--- src/hdl/dse_cfg.svh ---
// Constants for the DMA-style serial emulation block.
// Assumes inclusion by bare name from the package and the top module.
`ifndef DSE_CFG_SVH
`define DSE_CFG_SVH

`define DSE_CLK_HZ          125000000
`define DSE_BIT_RATE_HZ     9600
`define DSE_BIT_DIV         (`DSE_CLK_HZ / `DSE_BIT_RATE_HZ)
`define DSE_CNT_W           16
`define DSE_FRAME_BITS      4'hA
`define DSE_FRAME_LAST      4'h9
`define DSE_DATA_BITS       8
`define DSE_MSG_LEN         4'hC
`define DSE_MSG_AW          4
`define DSE_SPI_LAST_BIT    3'h7
`define DSE_RX_LAST_TICK    4'h8
`define DSE_LINE_IDLE       1'b1
`define DSE_START_BIT       1'b0
`define DSE_STOP_BIT        1'b1
`define DSE_TIMER_STOP_VAL  1'b0
`define DSE_TIMER_START_VAL 1'b1
`define DSE_CLK_PATTERN     2'h1

`endif

--- src/hdl/dse_pkg.sv ---
// Types shared by the serial emulation block.
// Assumes the constants header sits beside this file.
`include "dse_cfg.svh"

package dse_pkg;

	typedef enum logic [1:0] {
		DSE_MODE_TX   = 2'h0,
		DSE_MODE_RX   = 2'h1,
		DSE_MODE_SPIM = 2'h2,
		DSE_MODE_SPIS = 2'h3
	} dse_mode_t;

	typedef enum logic [3:0] {
		DSE_ST_IDLE      = 4'h0,
		DSE_ST_TX_LOAD   = 4'h1,
		DSE_ST_TX_BITS   = 4'h2,
		DSE_ST_TX_STOP   = 4'h3,
		DSE_ST_TX_RELOAD = 4'h4,
		DSE_ST_RX_ARM    = 4'h5,
		DSE_ST_RX_BITS   = 4'h6,
		DSE_ST_SPIM_RUN  = 4'h7,
		DSE_ST_SPIS_RUN  = 4'h8
	} dse_state_t;

	// One write into the message buffer
	typedef struct packed {
		logic                     we;
		logic [`DSE_MSG_AW-1:0]   addr;
		logic [`DSE_DATA_BITS-1:0] data;
	} dse_msg_wr_t;

endpackage

--- src/hdl/dse_top.sv ---
// Serial link emulation: async transmitter, async receiver, SPI master and slave,
// the first three paced by one bit-period timer, the slave by its sck pin, moving single bits between staging bits and pins.
// Assumes the message write port and start/mode inputs are on clk_i; pins are not.
`timescale 1ns/10ps
`include "dse_cfg.svh"

module dse_top #(
	parameter int BIT_DIV = `DSE_BIT_DIV
) (
	input  wire logic                      clk_i,
	input  wire logic                      sys_rst_i,
	input  wire logic                      clk_en_i,
	input  wire dse_pkg::dse_mode_t        mode_i,
	input  wire logic                      start_i,
	input  wire dse_pkg::dse_msg_wr_t      msg_wr_i,
	input  wire logic [`DSE_DATA_BITS-1:0] spi_tx_i,
	input  wire logic                      rx_pin_i,
	input  wire logic                      spi_sdi_i,
	input  wire logic                      spi_sck_i,
	output logic                           tx_pin_o,
	output logic                           tx_done_o,
	output logic [`DSE_DATA_BITS-1:0]      rx_data_o,
	output logic                           rx_valid_o,
	output logic                           spi_sck_o,
	output logic                           spi_sdo_o,
	output logic [`DSE_DATA_BITS-1:0]      spi_rx_data_o,
	output logic                           spi_done_o,
	output logic                           busy_o
);

	localparam logic [`DSE_CNT_W-1:0] DIV_LAST = `DSE_CNT_W'(BIT_DIV - 1);
	localparam logic [`DSE_CNT_W-1:0] DIV_HALF = `DSE_CNT_W'(BIT_DIV / 2);

	dse_pkg::dse_state_t          state_r;
	logic [`DSE_CNT_W-1:0]        cnt_r;
	logic                         timer_ctrl_r;
	logic [3:0]                   bit_idx_r;
	logic [`DSE_MSG_AW-1:0]       byte_idx_r;
	logic [`DSE_DATA_BITS-1:0]    stage_data_r;
	logic [`DSE_DATA_BITS-1:0]    stage_out_r;
	logic [`DSE_DATA_BITS-1:0]    stage_in_r;
	logic                         phase_r;
	logic [`DSE_DATA_BITS-1:0]    msg_mem [0:(1<<`DSE_MSG_AW)-1];
	logic [2:0]                   rx_sync_r;
	logic [1:0]                   sdi_sync_r;
	logic [2:0]                   sck_sync_r;
	logic                         tx_pin_r;
	logic                         tx_done_r;
	logic [`DSE_DATA_BITS-1:0]    rx_data_r;
	logic                         rx_valid_r;
	logic                         spi_sck_r;
	logic                         spi_sdo_r;
	logic [`DSE_DATA_BITS-1:0]    spi_rx_data_r;
	logic                         spi_done_r;
	logic                         busy_r;

	// Pick one bit of the ten-bit frame; idle level beyond the end
	function automatic logic frame_bit(input logic [`DSE_DATA_BITS-1:0] data,
	                                   input logic [3:0] idx);
		logic [9:0] frame;
		frame = {`DSE_STOP_BIT, data, `DSE_START_BIT};
		if (idx < `DSE_FRAME_BITS)
			frame_bit = frame[idx];
		else
			frame_bit = `DSE_LINE_IDLE;
	endfunction

	// Timer tick and edge decode; only the second and third sync stages are read
	wire                    tick_w     = timer_ctrl_r && (cnt_r == DIV_LAST);
	wire                    rx_fall_w  = rx_sync_r[2] && !rx_sync_r[1];
	wire                    sck_rise_w = sck_sync_r[1] && !sck_sync_r[2];
	wire                    sck_fall_w = sck_sync_r[2] && !sck_sync_r[1];
	wire                    start_w    = start_i && (state_r == dse_pkg::DSE_ST_IDLE);
	wire [1:0]              clk_pat_w  = `DSE_CLK_PATTERN;
	wire                    sck_next_w = clk_pat_w[phase_r];
	wire                    last_byte_w = (byte_idx_r == `DSE_MSG_LEN);
	wire [`DSE_DATA_BITS-1:0] msg_byte_w = msg_mem[byte_idx_r];

	// Message buffer; no reset so it can map onto plain storage
	always_ff @(posedge clk_i) begin
		if (clk_en_i && msg_wr_i.we)
			msg_mem[msg_wr_i.addr] <= msg_wr_i.data;
	end

	// Pin synchronisers, two stages ahead of any logic
	always_ff @(posedge clk_i or posedge sys_rst_i) begin
		if (sys_rst_i) begin
			rx_sync_r  <= 3'h7;
			sdi_sync_r <= 2'h0;
			sck_sync_r <= 3'h0;
		end else if (clk_en_i) begin
			rx_sync_r  <= {rx_sync_r[1:0], rx_pin_i};
			sdi_sync_r <= {sdi_sync_r[0], spi_sdi_i};
			sck_sync_r <= {sck_sync_r[1:0], spi_sck_i};
		end
	end

	// Bit-period timer; runs only while its control bit is set
	always_ff @(posedge clk_i or posedge sys_rst_i) begin
		if (sys_rst_i)
			cnt_r <= 16'h0000;
		else if (clk_en_i) begin
			if (start_w || (state_r == dse_pkg::DSE_ST_TX_LOAD && !timer_ctrl_r))
				cnt_r <= 16'h0000;
			else if (state_r == dse_pkg::DSE_ST_RX_ARM)
				cnt_r <= DIV_HALF; // Centre the samples in each bit cell
			else if (!timer_ctrl_r || tick_w)
				cnt_r <= 16'h0000;
			else
				cnt_r <= cnt_r + 16'h0001;
		end
	end

	// Sequencer: stands in for the chain of linked channels
	always_ff @(posedge clk_i or posedge sys_rst_i) begin
		if (sys_rst_i) begin
			state_r       <= dse_pkg::DSE_ST_IDLE;
			timer_ctrl_r  <= `DSE_TIMER_STOP_VAL;
			bit_idx_r     <= 4'h0;
			byte_idx_r    <= 4'h0;
			stage_data_r  <= 8'h00;
			stage_out_r   <= 8'h00;
			stage_in_r    <= 8'h00;
			phase_r       <= 1'b0;
			tx_pin_r      <= `DSE_LINE_IDLE;
			tx_done_r     <= 1'b0;
			rx_data_r     <= 8'h00;
			rx_valid_r    <= 1'b0;
			spi_sck_r     <= 1'b0;
			spi_sdo_r     <= 1'b0;
			spi_rx_data_r <= 8'h00;
			spi_done_r    <= 1'b0;
			busy_r        <= 1'b0;
		end else if (clk_en_i) begin
			tx_done_r  <= 1'b0;
			rx_valid_r <= 1'b0;
			spi_done_r <= 1'b0;
			busy_r     <= (state_r != dse_pkg::DSE_ST_IDLE);
			case (state_r)
				dse_pkg::DSE_ST_IDLE: begin
					if (start_w) begin
						bit_idx_r <= 4'h0;
						phase_r   <= 1'b0;
						case (mode_i)
							dse_pkg::DSE_MODE_TX: begin
								state_r <= dse_pkg::DSE_ST_TX_LOAD;
							end
							dse_pkg::DSE_MODE_RX: begin
								state_r <= dse_pkg::DSE_ST_RX_ARM;
							end
							dse_pkg::DSE_MODE_SPIM: begin
								stage_out_r  <= spi_tx_i;
								timer_ctrl_r <= `DSE_TIMER_START_VAL;
								state_r      <= dse_pkg::DSE_ST_SPIM_RUN;
							end
							default: begin
								stage_out_r <= spi_tx_i;
								state_r     <= dse_pkg::DSE_ST_SPIS_RUN;
							end
						endcase
					end
				end
				dse_pkg::DSE_ST_TX_LOAD: begin
					// Next byte into the staging data bits
					stage_data_r <= msg_byte_w;
					byte_idx_r   <= byte_idx_r + 4'h1;
					bit_idx_r    <= 4'h0;
					timer_ctrl_r <= `DSE_TIMER_START_VAL;
					state_r      <= dse_pkg::DSE_ST_TX_BITS;
				end
				dse_pkg::DSE_ST_TX_BITS: begin
					if (tick_w) begin
						tx_pin_r <= frame_bit(stage_data_r, bit_idx_r);
						if (bit_idx_r == `DSE_FRAME_LAST)
							state_r <= last_byte_w ? dse_pkg::DSE_ST_TX_STOP
							                       : dse_pkg::DSE_ST_TX_LOAD;
						else
							bit_idx_r <= bit_idx_r + 4'h1;
					end
				end
				dse_pkg::DSE_ST_TX_STOP: begin
					// Stop bit is already on the pin, so halting here loses nothing
					timer_ctrl_r <= `DSE_TIMER_STOP_VAL;
					state_r      <= dse_pkg::DSE_ST_TX_RELOAD;
				end
				dse_pkg::DSE_ST_TX_RELOAD: begin
					byte_idx_r <= 4'h0;
					tx_done_r  <= 1'b1;
					state_r    <= dse_pkg::DSE_ST_IDLE;
				end
				dse_pkg::DSE_ST_RX_ARM: begin
					if (rx_fall_w) begin
						timer_ctrl_r <= `DSE_TIMER_START_VAL;
						bit_idx_r    <= 4'h0;
						state_r      <= dse_pkg::DSE_ST_RX_BITS;
					end
				end
				dse_pkg::DSE_ST_RX_BITS: begin
					if (tick_w) begin
						bit_idx_r <= bit_idx_r + 4'h1;
						// First tick lands on the start bit and is dropped
						if (bit_idx_r != 4'h0)
							stage_data_r <= {rx_sync_r[2], stage_data_r[7:1]};
						if (bit_idx_r == `DSE_RX_LAST_TICK) begin
							timer_ctrl_r <= `DSE_TIMER_STOP_VAL;
							rx_data_r    <= {rx_sync_r[2], stage_data_r[7:1]};
							rx_valid_r   <= 1'b1;
							state_r      <= dse_pkg::DSE_ST_IDLE;
						end
					end
				end
				dse_pkg::DSE_ST_SPIM_RUN: begin
					if (tick_w) begin
						spi_sck_r <= sck_next_w;
						phase_r   <= ~phase_r;
						if (!phase_r) begin
							// Leading edge drives out
							spi_sdo_r   <= stage_out_r[7];
							stage_out_r <= {stage_out_r[6:0], 1'b0};
						end else begin
							// Trailing edge samples in
							stage_in_r <= {stage_in_r[6:0], sdi_sync_r[1]};
							bit_idx_r  <= bit_idx_r + 4'h1;
							if (bit_idx_r[2:0] == `DSE_SPI_LAST_BIT) begin
								timer_ctrl_r  <= `DSE_TIMER_STOP_VAL;
								spi_rx_data_r <= {stage_in_r[6:0], sdi_sync_r[1]};
								spi_done_r    <= 1'b1;
								state_r       <= dse_pkg::DSE_ST_IDLE;
							end
						end
					end
				end
				dse_pkg::DSE_ST_SPIS_RUN: begin
					if (sck_rise_w) begin
						spi_sdo_r   <= stage_out_r[7];
						stage_out_r <= {stage_out_r[6:0], 1'b0};
					end else if (sck_fall_w) begin
						stage_in_r <= {stage_in_r[6:0], sdi_sync_r[1]};
						bit_idx_r  <= bit_idx_r + 4'h1;
						if (bit_idx_r[2:0] == `DSE_SPI_LAST_BIT) begin
							spi_rx_data_r <= {stage_in_r[6:0], sdi_sync_r[1]};
							spi_done_r    <= 1'b1;
							state_r       <= dse_pkg::DSE_ST_IDLE;
						end
					end
				end
				default: begin
					timer_ctrl_r <= `DSE_TIMER_STOP_VAL;
					state_r      <= dse_pkg::DSE_ST_IDLE;
				end
			endcase
		end
	end

	// Outputs straight from flops
	assign tx_pin_o      = tx_pin_r;
	assign tx_done_o     = tx_done_r;
	assign rx_data_o     = rx_data_r;
	assign rx_valid_o    = rx_valid_r;
	assign spi_sck_o     = spi_sck_r;
	assign spi_sdo_o     = spi_sdo_r;
	assign spi_rx_data_o = spi_rx_data_r;
	assign spi_done_o    = spi_done_r;
	assign busy_o        = busy_r;

endmodule

--- config.mk ---
export PLATFORM = sky130hd
export DESIGN_NAME = dse_top
export DESIGN_NICKNAME = d
export VERILOG_FILES = /design/src/hdl/dse_pkg.sv /design/src/hdl/dse_top.sv
export VERILOG_INCLUDE_DIRS = /design/src /design/src/hdl
export SDC_FILE = /design/constraint.sdc
export NUM_CORES = 1
export LEC_CHECK = 0
export ABC_CLOCK_PERIOD_IN_PS = 4000
export BUFFER_PORTS_ARGS = -buffer_cell sky130_fd_sc_hd__buf_4
export CORE_UTILIZATION = 40
export CTS_CLUSTER_DIAMETER = 200
export CTS_CLUSTER_SIZE = 12
export DETAILED_ROUTE_END_ITERATION = 8
export PLACE_DENSITY = 0.62
export REMOVE_ABC_BUFFERS = 1
export SYNTH_ARGS = -nofsm -noshare
export SYNTH_HDL_FRONTEND = slang
export SYNTH_SLANG_ARGS = --single-unit
--- constraint.sdc ---
create_clock -name clk_i -period 4 [get_ports clk_i]
set_input_delay 0.6 -clock clk_i [delete_from_list [all_inputs] [get_ports clk_i]]
set_output_delay 0.6 -clock clk_i [all_outputs]
set_load 0.02 [all_outputs]
==> flow_metrics.env <==
export IMPL_io_pins=53
export IMPL_clkSlewWorstSetupHoldPaths_ns=0.07
export IMPL_synth_cells=678
export IMPL_routed_via_density=5.55
export IMPL_crit_reg2reg_launch="cnt_r[8]$_DFFE_PP0P_"
export IMPL_hold_buf_cts=0
export IMPL_drt_iter0_markers=434
export IMPL_criticalPathCategory="reg2reg"
export IMPL_timing_critical_path_arrival_ns=3.34
export IMPL_fillers=2026
export IMPL_initial_utilization_pct=41.3
export IMPL_internal_power_mw=4.36
export IMPL_vdd_ir_drop_worst_mv=0.346
export IMPL_drt_total_wl_mm=20.2
export IMPL_ff2ff_path_depth=5
export IMPL_global_route_wire_length_before_repair_mm=32.3
export IMPL_portBuffers=52
export IMPL_max_frequency_mhz=338
export IMPL_finalWorstSetupSlack_ns=1.04
export IMPL_die_outline_area_um2=24300
export IMPL_area_growth_syn_to_layout_pct=13.6
export IMPL_cts_resized=0
export IMPL_detail_route_drc_violations=0
export IMPL_synth_yosys_warnings=0
export IMPL_vias_in_the_first_global_route=5870
export IMPL_totalNegativeSetupSlack_ns=0
export IMPL_clock_latency_ns=0.50
export IMPL_min_period_ns=2.96
export IMPL_power_share_sequential_pct=46.2
export IMPL_clock_skews_ns=0.00915
export IMPL_cts_htree_levels=1
export IMPL_tritoncts="done"
export IMPL_cts_path_max_buffers=3
export IMPL_hold_ws_ns=0.302
export IMPL_synth_ff_type="sky130_fd_sc_hd__edfxtp_1"
export IMPL_timing_worst_slew_pin_value_ns=0.981
export IMPL_async_reset_ff_share_pct=39.6
export IMPL_hpwlAfterDp_mm=13.4
export IMPL_globalRoute_totalOverflow=0
export IMPL_cts_num_sinks=212
export IMPL_combPwrFrac_pct=25.6
export IMPL_post_cts_setup_buffer_count=0
export IMPL_hold_path_class="in2async"
export IMPL_worst_setup_path_start_kind="register"
export IMPL_part_of_the_yosys_area_used_for_sequential_elements_pct=62.8
export IMPL_end_of_the_worst_register_to_register_path="stage_out_r[3]$_DFFE_PP0P_"
export IMPL_first_pass_iters=5
export IMPL_leakagePower_nw=4.07
export IMPL_final_design_area_no_fill_um2=10800
export IMPL_report_final_setup_viol=0
export IMPL_die_width_um=156
export IMPL_layout_nets=765
export IMPL_power_per_cell_area_nw_per_um2=594
export IMPL_vias=5792
export IMPL_switching_part_of_the_total_power_pct=31.8
export IMPL_synth_enable_flop_cells=128
export IMPL_power_frac_clock_pct=28.2
export IMPL_number_of_library_cell_types_mapped_by_synthesis=63
export IMPL_drv_cap=0
export IMPL_antenna_left=0
export IMPL_mappedNetlistArea_um2=9470
export IMPL_numCtsBuffers=21
export IMPL_finish_utilization_pct=46.9
export IMPL_die_y_um=156
export IMPL_p_total_mw=6.39
export IMPL_power_switching_mw=2.03
export IMPL_post_dr_wirelength_cell_um=19.4
export IMPL_result_of_the_run="finished clean"
export IMPL_grt_antenna_before_repair=0
export IMPL_finalHoldViolCount=0
export IMPL_rows=55
export IMPL_pre_cts_ws_ns=1.02
export IMPL_postSynthRegisterBits=212
export IMPL_rsz0062_at_grt="no"
export IMPL_postSynthAreaPerCell_um2=14.0
export IMPL_final_max_slew_violation_count=0
export IMPL_drive_gt1_share_pct=24.2
export IMPL_globalRouteTotalUtil_pct=17.3
export IMPL_worst_setup_path_end_kind="register"
export IMPL_fin_cells=1043
export IMPL_dpl_cell_area_um2=10200
export IMPL_place_gp_congestion=0.859
export IMPL_dp_cells=1013
export IMPL_r2r_slack_ns=1.04
export IMPL_timing_critical_path_fanout_max=8
export IMPL_post_route_period_util_pct=74.0
export IMPL_cts_root_buf="sky130_fd_sc_hd__clkbuf_16"
export IMPL_pin_count_of_the_biggest_net_entering_global_routing=57
export IMPL_antennaDiodeCount=0
export IMPL_relSlewSlack_pct=34.5
export IMPL_cp_data_required_time_ns=4.38
export IMPL_floorplan_core_area_um2=22900
## worst max-delay path: stages, from the launching register on
cell and delay [ns]:
sky130_fd_sc_hd__dfrtp_1 0.43, sky130_fd_sc_hd__or4b_4 0.57, sky130_fd_sc_hd__or4_1 0.69, sky130_fd_sc_hd__o21ai_1 0.20, sky130_fd_sc_hd__or3b_1 0.58, sky130_fd_sc_hd__mux2_4 0.37
## cell families (layout without fill, tap and decap cells)
| logic type | Yosys count | after routing | share of synthesized area (%) |
|---|---|---|---|
| AND/OR/NAND/NOR | 213 | 213 | 11.5 |
| flip-flops | 212 | 212 | 62.8 |
| multiplexers | 88 | 88 | 14.6 |
| AO/OA/AOI/OAI | 84 | 84 | 6.26 |
| buffers and inverters | 61 | 113 | 2.51 |
| adder cells (fa/ha/maj) | 12 | 12 | 1.59 |
| XOR/XNOR | 8 | 8 | 0.740 |
## layout by cell type (no fill, tap or decap), types with 7 or more instances in the layout
cell | Yosys | layout
sky130_fd_sc_hd__nand3b_1 | 11 | 11
sky130_fd_sc_hd__buf_4 | 0 | 61
sky130_fd_sc_hd__mux2_2 | 41 | 41
sky130_fd_sc_hd__mux2_4 | 7 | 7
sky130_fd_sc_hd__a31oi_1 | 12 | 12
sky130_fd_sc_hd__nand3_1 | 30 | 30
sky130_fd_sc_hd__clkbuf_16 | 0 | 21
sky130_fd_sc_hd__xor2_1 | 8 | 8
sky130_fd_sc_hd__nor2_1 | 38 | 38
sky130_fd_sc_hd__ha_1 | 12 | 12
sky130_fd_sc_hd__inv_1 | 21 | 20
sky130_fd_sc_hd__nand2_1 | 68 | 68
sky130_fd_sc_hd__nand4_1 | 9 | 9
sky130_fd_sc_hd__clkbuf_1 | 33 | 7
sky130_fd_sc_hd__a21oi_1 | 11 | 11
sky130_fd_sc_hd__nor3_1 | 15 | 15
sky130_fd_sc_hd__o21ai_0 | 19 | 19
sky130_fd_sc_hd__edfxtp_1 | 128 | 128
sky130_fd_sc_hd__dfrtp_1 | 80 | 79
sky130_fd_sc_hd__mux4_2 | 33 | 33
## flip-flops by register name, indices dropped and copies added (netlist names)
| register | flops |
|---|---|
| spi_done_o | 1 |
| byte_idx_r | 4 |
| rx_sync_r | 3 |
| cnt_r | 16 |
| sck_sync_r | 3 |
| tx_pin_o | 1 |
| spi_sck_o | 1 |
| phase_r | 1 |
| rx_data_o | 8 |
| busy_o | 1 |
| sdi_sync_r | 2 |
| bit_idx_r | 4 |
| spi_rx_data_o | 8 |
| tx_done_o | 1 |
| stage_out_r | 8 |
| stage_data_r | 8 |
| spi_sdo_o | 1 |
| timer_ctrl_r | 1 |
| state_r | 4 |
| stage_in_r | 7 |
| rx_valid_o | 1 |
| msg_mem | 128 |
## power by group through the flow
stage | Sequential [mW] | Clock (mW) | Combinational [mW]
2_1_floorplan | 2.91 | 0 | 1.16
3_3_place_gp | 2.97 | 0 | 1.60
3_5_place_dp | 2.99 | 0 | 1.64
4_1_cts | 2.95 | 1.85 | 1.65
5_1_grt | 3.01 | 1.92 | 1.80
6_report | 2.95 | 1.80 | 1.64
## area by class of cell
| type | count | area (um^2) | share of cell area [%] |
|---|---|---|---|
| repair buffers | 61 | 458 | 4.26 |
| clock inverters | 2 | 38.8 | 0.361 |
| multi-input cells | 405 | 3280 | 30.5 |
| clock buffers | 28 | 552 | 5.13 |
| flip-flops and latches | 212 | 5950 | 55.3 |
| inverters | 22 | 83.8 | 0.779 |
| well taps | 313 | 392 | 3.64 |
## synth_stat cells, types with 3 or more instances
cell type,count,share of area (%)
sky130_fd_sc_hd__a21o_1,4,0.32
sky130_fd_sc_hd__a21oi_1,11,0.58
sky130_fd_sc_hd__a31oi_1,12,0.79
sky130_fd_sc_hd__a32oi_1,3,0.28
sky130_fd_sc_hd__and3_1,6,0.40
sky130_fd_sc_hd__buf_1,4,0.16
sky130_fd_sc_hd__clkbuf_1,33,1.3
sky130_fd_sc_hd__dfrtp_1,80,21
sky130_fd_sc_hd__dfstp_2,4,1.1
sky130_fd_sc_hd__edfxtp_1,128,41
sky130_fd_sc_hd__ha_1,12,1.6
sky130_fd_sc_hd__inv_1,21,0.83
sky130_fd_sc_hd__mux2_2,41,4.9
sky130_fd_sc_hd__mux2_4,7,1.1
sky130_fd_sc_hd__mux2i_1,6,0.63
sky130_fd_sc_hd__mux4_2,33,7.8
sky130_fd_sc_hd__nand2_1,68,2.7
sky130_fd_sc_hd__nand2b_1,5,0.33
sky130_fd_sc_hd__nand3_1,30,1.6
sky130_fd_sc_hd__nand3b_1,11,0.87
sky130_fd_sc_hd__nand4_1,9,0.59
sky130_fd_sc_hd__nand4b_1,5,0.46
sky130_fd_sc_hd__nor2_1,38,1.5
sky130_fd_sc_hd__nor2b_1,3,0.20
sky130_fd_sc_hd__nor3_1,15,0.79
sky130_fd_sc_hd__nor4_1,6,0.40
sky130_fd_sc_hd__o21ai_0,19,1.0
sky130_fd_sc_hd__o2bb2ai_1,6,0.55
sky130_fd_sc_hd__or4_1,3,0.24
sky130_fd_sc_hd__xor2_1,8,0.74
## worst max-delay path by stage
stage,slack (ns),cells after the start,end,start
finish,1.04,5,stage_out_r[3]$_DFFE_PP0P_,cnt_r[8]$_DFFE_PP0P_
global route,0.86,4,spi_sdo_o$_DFFE_PP0P_,state_r[0]$_DFFE_PP0P_
CTS,1.02,5,stage_out_r[3]$_DFFE_PP0P_,cnt_r[8]$_DFFE_PP0P_
detailed placement,1.02,5,rx_data_o[5]$_DFFE_PP0P_,cnt_r[8]$_DFFE_PP0P_
global placement,1.07,5,stage_out_r[1]$_DFFE_PP0P_,cnt_r[8]$_DFFE_PP0P_
floorplan,1.24,1,bit_idx_r[0]$_DFFE_PP0P_,sys_rst_i
## routing by layer
metal	vias to the layer above	GRT usage, %	share of wire (%)
met4	0	4.11	1.9
met2	182	29.2	49
met3	30	2.83	6.3
met5	-	0	0
li1	2660	-	-
met1	2920	23.2	43
No activity file was read; power rests on OpenSTA's default activity.
